### src/rlq_consts.svh
// Constants of the read latency query table and its serial access port.
// Assumes inclusion by bare name from every file that needs a figure.
`ifndef RLQ_CONSTS_SVH
`define RLQ_CONSTS_SVH

// Serial access port
`define RLQ_CMD_QUERY   8'h5A
`define RLQ_BIT_LAST    3'h7
`define RLQ_OFF_FIRST   8'h00
`define RLQ_OFF_LAST    8'h57
`define RLQ_FILL        8'h00
`define RLQ_BYTE_RST    8'h00
`define RLQ_CNT_RST     3'h0

// Parameter header bytes
`define RLQ_PARAM_ID    8'h90
`define RLQ_PARAM_LEN   8'h56
`define RLQ_NUM_ROWS    8'h06
`define RLQ_ROW_LEN     8'h0E
`define RLQ_ASCII_F     8'h46
`define RLQ_ASCII_C     8'h43

// Read instruction codes, 3-byte then 4-byte address form
`define RLQ_RD_3B       8'h03
`define RLQ_RD_4B       8'h13
`define RLQ_FAST_3B     8'h0B
`define RLQ_FAST_4B     8'h0C
`define RLQ_DOUT_3B     8'h3B
`define RLQ_DOUT_4B     8'h3C
`define RLQ_QOUT_3B     8'h6B
`define RLQ_QOUT_4B     8'h6C
`define RLQ_DIO_3B      8'hBB
`define RLQ_DIO_4B      8'hBC
`define RLQ_QIO_3B      8'hEB
`define RLQ_QIO_4B      8'hEC

// Frequency limits and latency codes of the rows
`define RLQ_F50MHZ      8'h32
`define RLQ_F80MHZ      8'h50
`define RLQ_F90MHZ      8'h5A
`define RLQ_F104MHZ     8'h68
`define RLQ_F133MHZ     8'h85
`define RLQ_LC_11       8'h03
`define RLQ_LC_00       8'h00
`define RLQ_LC_01       8'h01
`define RLQ_LC_10       8'h02

// Mode and dummy cycle counts
`define RLQ_CYC0        8'h00
`define RLQ_CYC1        8'h01
`define RLQ_CYC2        8'h02
`define RLQ_CYC4        8'h04
`define RLQ_CYC5        8'h05
`define RLQ_CYC6        8'h06
`define RLQ_CYC8        8'h08
`define RLQ_NOSUP       8'hFF

`endif

### src/rlq_pkg.sv
// Types shared by the query table port and its table memory.
// Assumes nothing of its surroundings.
package rlq_pkg;

    typedef logic [7:0] rlq_byte_t;

    typedef enum logic [2:0] {
        ST_IDLE,
        ST_CMD,
        ST_ADDR,
        ST_DATA,
        ST_IGNORE
    } rlq_state_t;

endpackage : rlq_pkg

### src/rlq_rom.sv
// Read-only table memory holding every byte of the latency query parameter.
// Assumes reads one cycle ahead of use; data come from a register.
`timescale 1ns/100ps
`include "rlq_consts.svh"

module rlq_rom
(
    input  wire logic              mclk_i,
    input  wire logic              rst_i,
    input  wire logic              rd_en_i,
    input  wire rlq_pkg::rlq_byte_t rd_addr_i,
    output rlq_pkg::rlq_byte_t     rd_data_o
);
    import rlq_pkg::*;

    // Constant contents, one byte per relative offset
    function automatic rlq_byte_t rom_byte(input rlq_byte_t a);
        rlq_byte_t d;
        d = `RLQ_FILL;
        case (a)
            8'h00: d = `RLQ_PARAM_ID;
            8'h01: d = `RLQ_PARAM_LEN;
            8'h02: d = `RLQ_NUM_ROWS;
            8'h03: d = `RLQ_ROW_LEN;
            8'h04: d = `RLQ_ASCII_F;
            8'h05: d = `RLQ_ASCII_C;
            8'h06: d = `RLQ_RD_3B;
            8'h07: d = `RLQ_RD_4B;
            8'h08: d = `RLQ_FAST_3B;
            8'h09: d = `RLQ_FAST_4B;
            8'h0A: d = `RLQ_DOUT_3B;
            8'h0B: d = `RLQ_DOUT_4B;
            8'h0C: d = `RLQ_QOUT_3B;
            8'h0D: d = `RLQ_QOUT_4B;
            8'h0E: d = `RLQ_DIO_3B;
            8'h0F: d = `RLQ_DIO_4B;
            8'h10: d = `RLQ_QIO_3B;
            8'h11: d = `RLQ_QIO_4B;
            8'h12: d = `RLQ_F50MHZ;
            8'h13: d = `RLQ_LC_11;
            8'h14, 8'h15, 8'h16, 8'h17, 8'h18,
            8'h19, 8'h1A, 8'h1B: d = `RLQ_CYC0;
            8'h1C: d = `RLQ_CYC0;
            8'h1D: d = `RLQ_CYC4;
            8'h1E: d = `RLQ_CYC2;
            8'h1F: d = `RLQ_CYC1;
            8'h20: d = `RLQ_F80MHZ;
            8'h21: d = `RLQ_LC_00;
            8'h22, 8'h23: d = `RLQ_NOSUP;
            8'h24: d = `RLQ_CYC0;
            8'h25, 8'h27, 8'h29: d = `RLQ_CYC8;
            8'h26, 8'h28, 8'h2A: d = `RLQ_CYC0;
            8'h2B: d = `RLQ_CYC4;
            8'h2C: d = `RLQ_CYC2;
            8'h2D: d = `RLQ_CYC4;
            8'h2E: d = `RLQ_F90MHZ;
            8'h2F: d = `RLQ_LC_01;
            8'h30, 8'h31: d = `RLQ_NOSUP;
            8'h32, 8'h34, 8'h36, 8'h38: d = `RLQ_CYC0;
            8'h33, 8'h35, 8'h37: d = `RLQ_CYC8;
            8'h39: d = `RLQ_CYC5;
            8'h3A: d = `RLQ_CYC2;
            8'h3B: d = `RLQ_CYC4;
            8'h3C: d = `RLQ_F104MHZ;
            8'h3D: d = `RLQ_LC_10;
            8'h3E, 8'h3F: d = `RLQ_NOSUP;
            8'h40, 8'h42, 8'h44, 8'h46: d = `RLQ_CYC0;
            8'h41, 8'h43, 8'h45: d = `RLQ_CYC8;
            8'h47: d = `RLQ_CYC6;
            8'h48: d = `RLQ_CYC2;
            8'h49: d = `RLQ_CYC5;
            8'h4A: d = `RLQ_F133MHZ;
            8'h4B: d = `RLQ_LC_10;
            8'h4E: d = `RLQ_CYC0;
            8'h4F: d = `RLQ_CYC8;
            8'h4C, 8'h4D, 8'h50, 8'h51, 8'h52, 8'h53,
            8'h54, 8'h55, 8'h56, 8'h57: d = `RLQ_NOSUP;
            default: d = `RLQ_FILL;    // Past the last byte
        endcase
        return d;
    endfunction : rom_byte

    // Registered read port; there is no write port at all
    always_ff @(posedge mclk_i)
    begin
        if (rst_i)
            rd_data_o <= `RLQ_BYTE_RST;
        else if (rd_en_i)
            rd_data_o <= rom_byte(rd_addr_i);
    end
endmodule : rlq_rom

### src/rlq_query_port.sv
// What this block does
// Offset 00h reads identifier 90h
// Offset 01h reads length 56h
// Six rows of 0Eh bytes, F/C labels
// Header gives normal read codes 03h, 13h
// Header gives fast read codes 0Bh, 0Ch
// Header gives dual-out codes 3Bh, 3Ch
// Header gives quad-out codes 6Bh, 6Ch
// Header gives dual io codes BBh, BCh
// Header gives quad io codes EBh, ECh
// Row 2: 50 MHz, latency code 11b
// Code 11b: simple reads need no cycles
// Code 11b: dual io four dummy cycles
// Code 11b: quad io two mode, one dummy
// Row 3: 80 MHz, code 00b, no read
// Code 00b: fast read zero mode cycles
// Code 00b: eight dummy cycles for fast, dual-out, quad-out reads
// Row 4: 90 MHz, code 01b, no read
// Table is constant; host writes change nothing
//
// Serial port that serves the latency query table, one byte per offset.
// Assumes a host in clock mode 0 whose pins are foreign to mclk_i.
`timescale 1ns/100ps
`include "rlq_consts.svh"

module rlq_query_port
(
    input  wire logic mclk_i,
    input  wire logic rst_i,
    input  wire logic cs_n_i,
    input  wire logic sclk_i,
    input  wire logic mosi_i,
    output logic      miso_o,
    output logic      miso_oe_n_o,
    output logic      busy_o
);
    import rlq_pkg::*;

    // Synchronisers and edge history
    logic       cs_n_m_ff;
    logic       cs_n_s_ff;
    logic       sclk_m_ff;
    logic       sclk_s_ff;
    logic       sclk_d_ff;
    logic       mosi_m_ff;
    logic       mosi_s_ff;

    // Transfer state
    rlq_state_t state_ff;
    rlq_state_t nxt_state;
    logic [2:0] cnt_ff;
    rlq_byte_t  rx_ff;
    rlq_byte_t  nxt_rx;
    rlq_byte_t  addr_ff;
    rlq_byte_t  tx_ff;
    logic       rd_en_ff;
    logic       rom_vld_ff;
    rlq_byte_t  rom_q;
    logic       miso_ff;
    logic       miso_oe_n_ff;
    logic       busy_ff;

    // Edge and byte events
    logic       sclk_rise;
    logic       sclk_fall;
    logic       byte_done;
    logic       sel;

    // Next offset, wrapping within the byte address space
    function automatic rlq_byte_t step_addr(input rlq_byte_t a);
        return rlq_byte_t'(a + 8'h01);
    endfunction : step_addr

    // Two flip-flops on every pin before any logic reads it
    always_ff @(posedge mclk_i)
    begin
        if (rst_i)
        begin
            cs_n_m_ff <= 1'b1;
            cs_n_s_ff <= 1'b1;
            sclk_m_ff <= 1'b0;
            sclk_s_ff <= 1'b0;
            sclk_d_ff <= 1'b0;
            mosi_m_ff <= 1'b0;
            mosi_s_ff <= 1'b0;
        end
        else
        begin
            cs_n_m_ff <= cs_n_i;
            cs_n_s_ff <= cs_n_m_ff;
            sclk_m_ff <= sclk_i;
            sclk_s_ff <= sclk_m_ff;
            sclk_d_ff <= sclk_s_ff;
            mosi_m_ff <= mosi_i;
            mosi_s_ff <= mosi_m_ff;
        end
    end

    // Serial clock edges seen only while selected
    assign sel       = ~cs_n_s_ff;
    assign sclk_rise = sel & sclk_s_ff & ~sclk_d_ff;
    assign sclk_fall = sel & ~sclk_s_ff & sclk_d_ff;
    assign byte_done = sclk_rise && (cnt_ff == `RLQ_BIT_LAST);
    assign nxt_rx    = {rx_ff[6:0], mosi_s_ff};

    // Bit counter, cleared whenever the host deselects
    always_ff @(posedge mclk_i)
    begin
        if (rst_i || !sel)
            cnt_ff <= `RLQ_CNT_RST;
        else if (sclk_rise)
            cnt_ff <= 3'(cnt_ff + 3'h1);
    end

    // Input shifter, most significant bit first
    always_ff @(posedge mclk_i)
    begin
        if (rst_i)
            rx_ff <= `RLQ_BYTE_RST;
        else if (sclk_rise)
            rx_ff <= nxt_rx;
    end

    // Transfer sequence: command, offset, then data bytes
    always_comb
    begin
        nxt_state = state_ff;
        case (state_ff)
            ST_IDLE:
            begin
                if (sel)
                    nxt_state = ST_CMD;
            end
            ST_CMD:
            begin
                if (byte_done)
                    nxt_state = (nxt_rx == `RLQ_CMD_QUERY) ? ST_ADDR
                                                          : ST_IGNORE;
            end
            ST_ADDR:
            begin
                if (byte_done)
                    nxt_state = ST_DATA;
            end
            ST_DATA:
            begin
                nxt_state = ST_DATA;
            end
            ST_IGNORE:
            begin
                nxt_state = ST_IGNORE;
            end
            default:
            begin
                nxt_state = ST_IDLE;
            end
        endcase
        if (!sel)
            nxt_state = ST_IDLE;
    end

    // State register
    always_ff @(posedge mclk_i)
    begin
        if (rst_i)
            state_ff <= ST_IDLE;
        else
            state_ff <= nxt_state;
    end

    // Offset capture and advance after each data byte
    always_ff @(posedge mclk_i)
    begin
        if (rst_i)
            addr_ff <= `RLQ_OFF_FIRST;
        else if (state_ff == ST_ADDR && byte_done)
            addr_ff <= nxt_rx;
        else if (state_ff == ST_DATA && byte_done)
            addr_ff <= step_addr(addr_ff);
    end

    // Table read request, one per offset or data byte boundary
    always_ff @(posedge mclk_i)
    begin
        if (rst_i)
            rd_en_ff <= 1'b0;
        else
            rd_en_ff <= byte_done &&
                        (state_ff == ST_ADDR || state_ff == ST_DATA);
    end

    // Read data valid one cycle after the request
    always_ff @(posedge mclk_i)
    begin
        if (rst_i)
            rom_vld_ff <= 1'b0;
        else
            rom_vld_ff <= rd_en_ff;
    end

    // Constant table; the port offers no way to write it
    rlq_rom u_rom
    (
        .mclk_i    (mclk_i),
        .rst_i     (rst_i),
        .rd_en_i   (rd_en_ff),
        .rd_addr_i (addr_ff),
        .rd_data_o (rom_q)
    );

    // Output byte, loaded well before the next falling edge
    always_ff @(posedge mclk_i)
    begin
        if (rst_i)
            tx_ff <= `RLQ_BYTE_RST;
        else if (rom_vld_ff)
            tx_ff <= rom_q;
    end

    // Data pin changes on the falling edge, bit 7 first
    always_ff @(posedge mclk_i)
    begin
        if (rst_i)
            miso_ff <= 1'b0;
        else if (state_ff == ST_DATA && sclk_fall)
            miso_ff <= tx_ff[3'(`RLQ_BIT_LAST - cnt_ff)];
    end

    // Pin driven only while data bytes are being served
    always_ff @(posedge mclk_i)
    begin
        if (rst_i)
            miso_oe_n_ff <= 1'b1;
        else
            miso_oe_n_ff <= ~(sel && state_ff == ST_DATA);
    end

    // Selected indication
    always_ff @(posedge mclk_i)
    begin
        if (rst_i)
            busy_ff <= 1'b0;
        else
            busy_ff <= sel;
    end

    assign miso_o      = miso_ff;
    assign miso_oe_n_o = miso_oe_n_ff;
    assign busy_o      = busy_ff;
endmodule : rlq_query_port

### config.mk
export PLATFORM = sky130hd
export DESIGN_NAME = rlq_query_port
export DESIGN_NICKNAME = d
export VERILOG_FILES = /design/src/rlq_pkg.sv /design/src/rlq_rom.sv /design/src/rlq_query_port.sv
export VERILOG_INCLUDE_DIRS = /design/src
export SDC_FILE = /design/constraint.sdc
export NUM_CORES = 1
export LEC_CHECK = 0
export ABC_AREA = 0
export BUFFER_PORTS_ARGS = -buffer_cell sky130_fd_sc_hd__buf_2
export CORE_AREA = 2 2 62 108
export DETAILED_ROUTE_END_ITERATION = 8
export DIE_AREA = 0 0 64 110
export GPL_ROUTABILITY_DRIVEN = 0
export GPL_TIMING_DRIVEN = 0
export PLACE_DENSITY_LB_ADDON = 0.2
export SLEW_MARGIN = 20
export SYNTH_ARGS = -nofsm -noshare
export SYNTH_HDL_FRONTEND = slang
export SYNTH_SLANG_ARGS = --single-unit
### constraint.sdc
create_clock -name mclk_i -period 3.1 [get_ports mclk_i]
set_input_delay 0.155 -clock mclk_i [delete_from_list [all_inputs] [get_ports mclk_i]]
set_output_delay 0.155 -clock mclk_i [all_outputs]
set_load 0.01 [all_outputs]
==> summary.txt, run 1 <==
Status
  • Status: completed

STA
  • Setup-failing EPs final: 0
  • WHS: 0.0189 ns
  • Final min period: 3.03 ns
  • Final Max Tran Viols: 0
  • Final Cycle Share: 0.979
  • Relative slew slack: 0.362
  • Setup Skew: 0.00623 ns
  • Hold Vio Cnt, Final: 0
  • Achievable Freq: 0.330 GHz
  • Slew @ Worst Pin: 0.946 ns

Synthesis
  • Ys Warns: 0
  • Synth area leader: dfxtp_1
  • Cells after synthesis: 345
  • Number of flops mapped to enable cells by yosys: 0
  • Asr flop ratio synth: 0
  • Net count after synthesis: about 360
  • Syn avg cell area: roughly 8.8 µm²
  • Synth top area cells: dfxtp_1 (38%), nor2_1 (6.9%), mux2i_1 (6.3%)
  • Post-Syn Area: about 3000 µm²
  • Synth Register Bits: between 50 and 60
  • Synth Flop Type: dfxtp_1
  • Top-area cell type share of the netlist area: 0.377
  • Synth cell types: 63
  • Sequential area share after synthesis: 0.377

Global route
  • Largest net degree at the start of global routing: 11
  • Tot GR Track Use: 0.242
  • Grt ovf: 0
  • Initial antenna violation count: 0
  • Vias in the first global route: 2759
  • First-pass GRT wire length: 13000 µm

Routing
  • Drt pass-1 iters: 5
  • Detailed Route Iter0 Violations: 181
  • Antenna Nets Post-Route: 0
  • Vias per cell: 5.99
  • Drt drc: 0
  • Vias: 2714
  • Routed WL: about 8000 µm
  • Drt wl/cell: around 17 µm

Floorplanning
  • Die width: 64 µm
  • Core Footprint: 6130 µm²
  • Starting Density: 0.494
  • Cell row count: 38
  • Die height: 110 µm
  • Total die area: 7040 µm²
  • Top-Level Pins: 8

Layout
  • Fillers: 556
  • Non-Filler Instances: 453
  • Cell area after layout: ~3400 µm²
  • Storage cell area: 1140 µm²
  • Ant diodes: 0
  • Area of the multi-input gates: 1790 µm²
  • # nets final: 384
  • Share of post-route cells with drive strength above 1: 0.161
  • Area grow syn2layout: 13.7%

Setup path
  • Setup CP Type: flip-flop to flip-flop
  • Crit-path max FO: 10
  • CP startpoint kind: flip-flop
  • CP Capture Type: flip-flop
  • Crit path DAT: 3.24 ns
  • Required time of the critical path: 3.30 ns

Place
  • Post-Place Cells: 432
  • Port Buffers: 7
  • Placed Area: between 3000 and 4000 µm²
  • HPWL after DPL: 5600 µm

CTS
  • H-Tree Depth: 3
  • Clock-pin slew on the worst setup and hold paths: 0.06 ns
  • Clock tree buffer depth: 2
  • CTS tree: yes
  • Later-pin clock latency in the skew report: 0.34 ns
  • Clock net sink count: 57
  • Clock tree root buffer cell: clkbuf_8
  • Inserted Clock Buffers: 9

Min path
  • Worst hold path class: input pin to flip-flop

Job
  • Max-Cap Viols: 0

Pwr
  • LEAKAGE: 1.26 nW
  • Pwr per Cell Area: 417 nW/µm²
  • Worst IR Drop VDD: 0.159 mV
critical path: stages, from the launching register on:
cell and delay (ns):
dfxtp_2 0.38, ha_1 0.16, ha_1 0.18, nand4bb_1 0.14, buf_6 0.18, a2111oi_0 0.40
nor2_2 0.22, inv_1 0.11, buf_2 0.24, nor2_1 0.07, a211o_1 0.28, a211oi_1 0.38
o32ai_1 0.15
cells by family after synthesis:
family | synth area share
simple gates | 0.223
compound gates | 0.223
flops | 0.377
buf+inv | 0.0471
mux | 0.0814
fa+ha+maj | 0.0454
xor+xnor | 0.00289
placed cells by master (no fill, tap or decap), drive strengths merged, types with 2 or more instances in the layout:
master    n
o31ai     7
nor2     57
a22oi     2
a21oi    20
nor4      3
buf      20
clkbuf   25
nand4     3
nand3    13
nand2    15
nand2b    2
nor3      5
clkinv    3
and3      2
o221a     2
dfxtp    57
o22ai     2
o211ai    3
inv      11
o32ai     5
o21ai    10
o21a      2
ha       11
mux2i    19
mux4      2
a31oi     4
a2111oi   5
o22a      3
nand3b    2
a211oi    9
a211o     3
or2       4
a311oi    4
a21o      2
nor2b    16
what timing repair did:
item	4_1_cts	5_1_grt
buffers inserted	5	0
endpoints found under the setup margin	8	7
endpoints found under the hold margin	1	0
hold buffers	1	0
resized for setup	6	10
pin swaps	1	0
metal layers:
layer	global-route usage	part of all wire	routed length [µm]
met5	0	0	0
met4	0.189	0.061	477
met3	0.0497	0.037	286
met2	0.426	0.51	3980
met1	0.245	0.39	3060
power breakdown:
group / leakage [nW] / switching, mW / internal, mW
clock network: 0.0974 / 0.273 / 0.391
logic: 0.700 / 0.0224 / 0.0110
registers: 0.462 / 0.00297 / 0.737
synth_stat cells, types with 3 or more instances:
| library cell | instances |
|---|---|
| nor4_1 | 3 |
| mux2i_1 | 19 |
| ha_1 | 11 |
| o22a_1 | 3 |
| clkbuf_1 | 13 |
| nor2b_1 | 16 |
| o211ai_1 | 3 |
| nand2_1 | 14 |
| nand3_1 | 13 |
| o31ai_1 | 6 |
| a311oi_1 | 4 |
| nor2_1 | 56 |
| a31oi_1 | 4 |
| a21oi_1 | 20 |
| a211oi_1 | 8 |
| buf_2 | 5 |
| inv_1 | 11 |
| a211o_1 | 3 |
| dfxtp_1 | 57 |
| or2_2 | 3 |
| o32ai_1 | 5 |
| o21ai_0 | 10 |
| nor3_1 | 5 |
| a2111oi_0 | 5 |
path summary, 6_finish.rpt:
kind / slack, ns / endpoint / startpoint / depth (start not counted)
worst max-delay path: 0.07 / flip-flop / cnt_ff[1] / 12
worst min-delay path: 0.02 / sclk_m_ff / sclk_i / 2
worst max register to register: 0.07 / flip-flop / cnt_ff[1] / 12
worst min register to register: 0.42 / cs_n_s_ff / cs_n_m_ff / 1
area by class of cell:
type / count / share of cell area
clock inverters: 3 / 0.0116
multi-input cells: 255 / 0.520
well taps: 80 / 0.0291
repair buffers: 13 / 0.0240
inverters: 12 / 0.0145
flip-flops and latches: 57 / 0.332
clock buffers: 13 / 0.0432
plain buffers: 20 / 0.0258
per-stage QoR:
step	setup slack (ns)	setup TNS, ns	utilization	power, mW
floorplan	0.308	0	-	0.776
global placement	-0.459	-2.44	0.516	0.787
detailed placement	-0.500	-2.53	0.516	0.788
CTS	0.00240	0	0.556	1.45
global route	-0.00972	-0.00972	0.561	1.48
finish	0.0662	0	0.561	1.44
No activity file was read; power rests on OpenSTA's default activity.
==> inputs of run 2 (changes only) <==
- PLACE_DENSITY: not set -> 0.65
- PLACE_DENSITY_LB_ADDON: 0.2 -> not set
==> run 2 against run 1 <==
Compared with the run above: global-route usage increased by 0.17 points; non-clock buffer count decreased by 1; critical path type unchanged; highest routed layer unchanged; die area unchanged; hold slack got worse by 0.0076 ns; sequential share of layout area decreased by 0.44 points; count of clock-buffer cells in the layout decreased by 2.
==> summary.txt, run 2 (same netlist as run 1, synthesis figures left out) <==
Floorplanning
  • Total die area: 7040 µm² (unchanged)
  • Starting Density: 0.494 (unchanged)
  • Die height: 110 µm (unchanged)
  • Top-Level Pins: 8 (unchanged)
  • Core Footprint: 6130 µm² (unchanged)
  • Die width: 64 µm (unchanged)
  • Cell row count: 38 (unchanged)

Layout
  • Ant diodes: 0 (unchanged)
  • Most frequent cells in the layout: dfxtp_1 (55), nor2_1 (54), mux2i_1 (19), a21oi_1 (19), nor2b_1 (16)
  • Share of post-route cells with drive strength above 1: 0.180 (+0.0192)
  • Core Util, Final: 0.569 (+0.00755)
  • Most common cell after layout, fill and taps aside: dfxtp_1
  • Area grow syn2layout: 15.2%
  • Fillers: 556 (unchanged)
  • # nets final: 383 (-0.26%)

Global route
  • Vias in the first global route: 2733 (-0.94%)
  • Initial antenna violation count: 0 (unchanged)
  • Largest net degree at the start of global routing: 11 (unchanged)
  • Grt ovf: 0 (unchanged)
  • First-pass GRT wire length: 13200 µm (+1.9%)
  • Tot GR Track Use: 0.243 (+0.00166)

Setup path
  • CP peak stage delay: 0.53 ns (+0.13 ns)
  • Worst reg2reg startpoint: cnt_ff[0]
  • Worst path buffer plus inverter count: 3 (unchanged)
  • Crit path DAT: 3.18 ns (-0.06 ns)
  • Required time of the critical path: 3.27 ns (-0.03 ns)
  • CP max-delay cell: a211oi_1
  • CP Capture Type: flip-flop
  • R2R setup slack: 0.1 ns (+0.03 ns)
  • Reg2reg path depth: 13 (+1)
  • CP cell instances: ha_1 -> ha_1 -> and4bb_2 -> buf_4 -> nand3_1 -> o211ai_1 -> buf_4 -> buf_4 -> ha_1 -> nor2_1 -> a2111oi_0 -> a211oi_1 -> o32ai_2
  • Setup CP Type: flip-flop to flip-flop
  • CP top delay family: compound AO/OA/AOI/OAI gates
  • CP Launch Point: cnt_ff[0]
  • Crit-path max FO: 6 (-4)
  • CP startpoint kind: flip-flop

CTS
  • Inserted Clock Buffers: 9 (unchanged)
  • H-Tree Depth: 3 (unchanged)
  • CTS tree: yes
  • Clock tree root buffer cell: clkbuf_8
  • Later-pin clock latency in the skew report: 0.32 ns (-0.02 ns)
  • Clock tree buffer depth: 2 (unchanged)
  • Clock net sink count: 57 (unchanged)
  • Clock-pin slew on the worst setup and hold paths: 0.06 ns (about the same)
  • CTS hold repair buffers: 0 (-1)

Pwr
  • Clock Power Share: 0.502 (+0.040)
  • Worst IR Drop VDD: 0.191 mV (+20%)
  • Pwr per Cell Area: 444 nW/µm² (+6.4%)
  • Comb pwr share: 0.021 (-0.002)
  • Sw power: 309 µW (+3.6%)
  • Int Power: 1.24 mW (+8.9%)
  • LEAKAGE: 1.27 nW (+0.50%)
  • Seq pwr share: 0.477 (-0.038)
  • Sw frac: 0.200 (-0.00804)

Routing
  • Vias per cell: 6.04 (+0.89%)
  • Drt wl/cell: 17.5 µm (+1.5%)
  • Detailed Route Iter0 Violations: 228 (+26%)
  • Antenna Nets Post-Route: 0 (unchanged)
  • Drt drc: 0 (unchanged)
  • Vias: 2732 (+0.66%)
  • Drt pass-1 iters: 5 (unchanged)
  • Routed WL: 7910 µm (+1.3%)

Min path
  • Hold Startpoint: cs_n_i
  • Hold path depth: 2 (unchanged)
  • Hold Crit Endpoint: cs_n_m_ff
  • Worst hold path class: input pin to flip-flop

Job
  • Max-Cap Viols: 0 (unchanged)

STA
  • Setup-failing EPs final: 0 (unchanged)
  • Setup Skew: 0.00755 ns (+0.00132 ns)
  • Hold Vio Cnt, Final: 0 (unchanged)
  • Achievable Freq: 0.333 GHz (+0.99%)
  • Final Max Tran Viols: 0 (unchanged)
  • Final min period: 3.00 ns (-0.0296 ns)
  • Slew @ Worst Pin: 0.994 ns (+0.0472 ns)
  • Relative slew slack: 0.331 (-0.0318)
  • Worst Setup Slack, final: 0.0958 ns (+0.0296 ns)
  • Final Cycle Share: 0.969 (-0.00955)
  • TNS Setup: 0 ns (unchanged)

Place
  • Port Buffers: 7 (unchanged)
  • HPWL after DPL: 5550 µm (-0.77%)
  • Setup WS pre-CTS: -0.453 ns (+0.0461 ns)

Status
  • Status: completed
## run 2: layout make-up
cell class | instances | area, µm² | area share
clock inverter | 5 | 77.6 | 0.0222
timing repair buffer | 12 | 72.6 | 0.0208
multi-input combinational | 255 | 1810 | 0.517
sequential | 57 | 1140 | 0.328
buffer | 20 | 88.8 | 0.0255
inverter | 12 | 50.0 | 0.0143
clock buffer | 11 | 151 | 0.0434
tap | 80 | 100 | 0.0287
## run 2: power by group through the flow
stage               Combinational, mW  Sequential, mW  Clock [mW]
floorplan                      0.0204           0.756           0
global placement               0.0313           0.756           0
detailed placement             0.0314           0.756           0
CTS                            0.0324           0.740       0.794
global route                   0.0351           0.740       0.823
finish                         0.0319           0.740       0.778
## run 2: timing repair
item,CTS,global route
pin swaps,2,1
gates resized for setup,11,8
buffers inserted,3,2
gates cloned,0,0
setup endpoints to repair,8,6
## run 2: worst reg2reg max path: cells and delay by family (launching register included)
family | cells | cell delay, ns
compound gates | 4 | 0.91
fa+ha+maj | 3 | 0.61
buf+inv | 3 | 0.51
simple gates | 3 | 0.46
flops | 1 | 0.35
## run 2: through the flow
stage | hold slack (ns) | instance area [µm²] | power, mW | cells
finish | 0.0113 | 3490 | 1.55 | 452
global route | 0.00414 | 3490 | 1.60 | 452
CTS | 0.00283 | 3450 | 1.57 | 450
detailed placement | 0.345 | 3160 | 0.788 | 432
global placement | 0.336 | 3160 | 0.787 | 432
floorplan | 0.259 | 3030 | 0.776 | 345
## run 2: how the worst max path moves through the flow
stage	end	slack, ns	cells past startpoint
after floorplan	flip-flop	0.31	11
final	flip-flop	0.1	13
after CTS	flip-flop	0.02	12
after detailed placement	flip-flop	-0.45	12
after global placement	flip-flop	-0.45	12
after global routing	flip-flop	-0.0004	11
## run 2: routing by layer
metal | global-route usage | vias up | part of all wire
li1 | - | 1311 | -
met1 | 0.247 | 1300 | 0.39
met2 | 0.444 | 94 | 0.53
met3 | 0.0447 | 27 | 0.039
met4 | 0.168 | 0 | 0.040
met5 | 0 | - | 0
==> inputs of run 3 (changes only) <==
- CTS_CLUSTER_DIAMETER: not set -> 150
- PLACE_DENSITY: 0.65 -> 0.68
- RECOVER_POWER: not set -> 25
- clock period: 3.1 -> 2.5 ns (I/O delays scaled with it)
==> run 3 against run 2 <==
Compared with the run above: the flow now finishes with violations (negative setup slack); fmax up 16%; via count is 5.2% higher; combinational power grew 46%; register-to-register slack got worse by 0.18 ns; largest cell class unchanged; sequential share of layout area is 3.6 points lower; power increased by 20%; first-iteration DRC count down 7.9%.
==> summary.txt, run 3 (same netlist as run 1, synthesis figures left out) <==
Pwr
  • Comb pwr share: 0.025 (+0.004)
  • Clock Power Share: 0.481 (-0.021)
  • LEAKAGE: 1.40 nW (+10%)
  • Worst IR Drop VDD: 0.230 mV (+20%)
  • Pwr per Cell Area: 469 nW/µm² (+5.7%)
  • Sw frac: 0.207 (+0.00746)
  • Int Power: 1.47 mW (+18%)
  • Sw power: 384 µW (+24%)
  • Seq pwr share: 0.494 (+0.017)

Global route
  • Vias in the first global route: 2854 (+4.4%)
  • Tot GR Track Use: 0.257 (+0.0138)
  • Largest net degree at the start of global routing: 11 (unchanged)
  • Grt ovf: 0 (unchanged)
  • Initial antenna violation count: 0 (unchanged)
  • First-pass GRT wire length: 13600 µm (+2.7%)

Routing
  • Detailed Route Iter0 Violations: 210 (-7.9%)
  • Drt pass-1 iters: 5 (unchanged)
  • Vias per cell: 6.08 (+0.53%)
  • Drt drc: 0 (unchanged)
  • Antenna Nets Post-Route: 0 (unchanged)
  • Vias: 2874 (+5.2%)
  • Drt wl/cell: 18.2 µm (+4.3%)
  • Routed WL: 8630 µm (+9.1%)

Floorplanning
  • Core Footprint: 6130 µm² (unchanged)
  • Die height: 110 µm (unchanged)
  • Top-Level Pins: 8 (unchanged)
  • Starting Density: 0.494 (unchanged)
  • Cell row count: 38 (unchanged)
  • Die width: 64 µm (unchanged)
  • Total die area: 7040 µm² (unchanged)

CTS
  • Clock net sink count: 57 (unchanged)
  • CTS tree: yes
  • Clock-pin slew on the worst setup and hold paths: 0.06 ns (about the same)
  • H-Tree Depth: 3 (unchanged)
  • Inserted Clock Buffers: 9 (unchanged)
  • Later-pin clock latency in the skew report: 0.34 ns (+0.02 ns)
  • Clock tree root buffer cell: clkbuf_8
  • Clock tree buffer depth: 2 (unchanged)

STA
  • Unrepaired setup endpoints after global routing: true
  • Worst Setup Slack, final: -0.0798 ns (-0.176 ns)
  • Final Max Tran Viols: 0 (unchanged)
  • Final Cycle Share: 1.03 (+0.0628)
  • Setup-failing EPs final: 5 (+5)
  • Relative slew slack: 0.510 (+0.180)
  • Final min period: 2.58 ns (-0.424 ns)
  • Achievable Freq: 0.388 GHz (+16%)
  • Slew @ Worst Pin: 0.735 ns (-0.259 ns)
  • Setup Skew: 0.00776 ns (+0.000213 ns)
  • TNS Setup: -0.290 ns (-0.290 ns)
  • Hold Vio Cnt, Final: 0 (unchanged)

Place
  • Post-Place Cells: 432 (unchanged)
  • HPWL after DPL: 5770 µm (+3.8%)
  • Port Buffers: 7 (unchanged)
  • Setup WS pre-CTS: -0.602 ns (-0.148 ns)

Setup path
  • CP max-delay cell: dfxtp_4
  • Worst path buffer plus inverter count: 1 (-2)
  • Required time of the critical path: 2.71 ns (-0.56 ns)
  • Crit-path max FO: 5 (-1)
  • R2R setup slack: -0.08 ns (-0.18 ns)
  • CP Launch Point: cnt_ff[0]
  • CP most frequent cell: ha_4
  • Critical path depth: 11 (-2)
  • CP top delay family: compound AO/OA/AOI/OAI gates
  • CP startpoint kind: flip-flop
  • CP peak stage delay: 0.36 ns (-0.17 ns)
  • CP cell instances: ha_4 -> ha_4 -> and4bb_4 -> nand2_4 -> o31a_1 -> nor2_4 -> inv_4 -> ha_4 -> a211o_1 -> a211oi_2 -> o32ai_1
  • Worst reg2reg startpoint: cnt_ff[0]
  • Reg2reg path depth: 11 (-2)
  • Crit path DAT: 2.79 ns (-0.39 ns)
  • CP Capture Type: flip-flop
  • Setup CP Type: flip-flop to flip-flop

Layout
  • # nets final: 404 (+5.5%)
  • Share of post-route cells with drive strength above 1: 0.310 (+0.130)
  • Non-Filler Instances: 473 (+4.6%)
  • Most frequent cells in the layout: nor2_1 (52), dfxtp_1 (52), buf_4 (24), mux2i_1 (19), a21oi_1 (18)
  • Ant diodes: 0 (unchanged)
  • Area grow syn2layout: 30.4%

Min path
  • Worst hold path class: flip-flop to flip-flop

Status
  • Violated checks: negative setup slack
  • Status: finished with violations

Job
  • Max-Cap Viols: 0 (unchanged)
## run 3: changes by cell type in the layout (fill, tap and decap cells not counted), sizes merged
cell         delta
buf            +15
bufinv          -1
clkbuf          +6
clkinv          -1
clkinvlp        -1
dlygate4sd3     +3
## run 3: per-layer routing
layer  GRT usage  routed length [µm]
met1       0.252                3220
met2       0.458                4470
met3      0.0538                 349
met4       0.211                 600
met5           0                   0
## run 3: final cells by class
type	count	area (µm²)
fill	498	2180
multi-input combinational	255	2070
sequential	57	1150
timing repair buffer	34	248
clock buffer	14	173
buffer	19	114
tap	80	100
inverter	12	52.6
clock inverter	2	35.0
## run 3: how the worst min path moves through the flow
stage                         start         end  slack (ns)  cells past startpoint
final                     cs_n_m_ff   cs_n_s_ff        0.41                      1
after global routing      cs_n_m_ff   cs_n_s_ff        0.44                      1
after CTS                     rst_i  addr_ff[2]        0.35                      5
after detailed placement     cs_n_i   cs_n_m_ff        0.31                      2
after global placement       cs_n_i   cs_n_m_ff        0.31                      2
after floorplan              cs_n_i   cs_n_m_ff        0.23                      1
## run 3: worst reg2reg max path: cells and delay by family, from the launching register on
kind | cells | cell delay, ns
and+or+nand+nor | 3 | 0.58
AOI/OAI and AO/OA | 4 | 0.98
buffers and inverters | 1 | 0.09
adders and majority gates | 3 | 0.45
DFF | 1 | 0.36
## run 3: through the flow
step	instance area [µm²]	util	power, mW	hold WS, ns
floorplan	3130	-	0.962	0.229
global placement	3260	0.532	0.976	0.307
detailed placement	3260	0.532	0.976	0.312
CTS	3760	0.613	1.87	0.348
global route	3950	0.644	1.91	0.443
finish	3950	0.644	1.85	0.414
## run 3: what timing repair did
item	4_1_cts	5_1_grt
hold buffers	3	0
endpoints found under the hold margin	3	0
setup buffers	17	7
pin swaps	23	10
gates resized for setup	36	30
setup endpoints to repair	8	8
## run 3: power groups by stage
stage               clock network (mW)  logic [mW]  registers, mW
floorplan                            0      0.0260          0.936
global placement                     0      0.0395          0.936
detailed placement                   0      0.0394          0.937
CTS                              0.912      0.0447          0.916
global route                     0.940      0.0509          0.916
finish                           0.891      0.0466          0.916
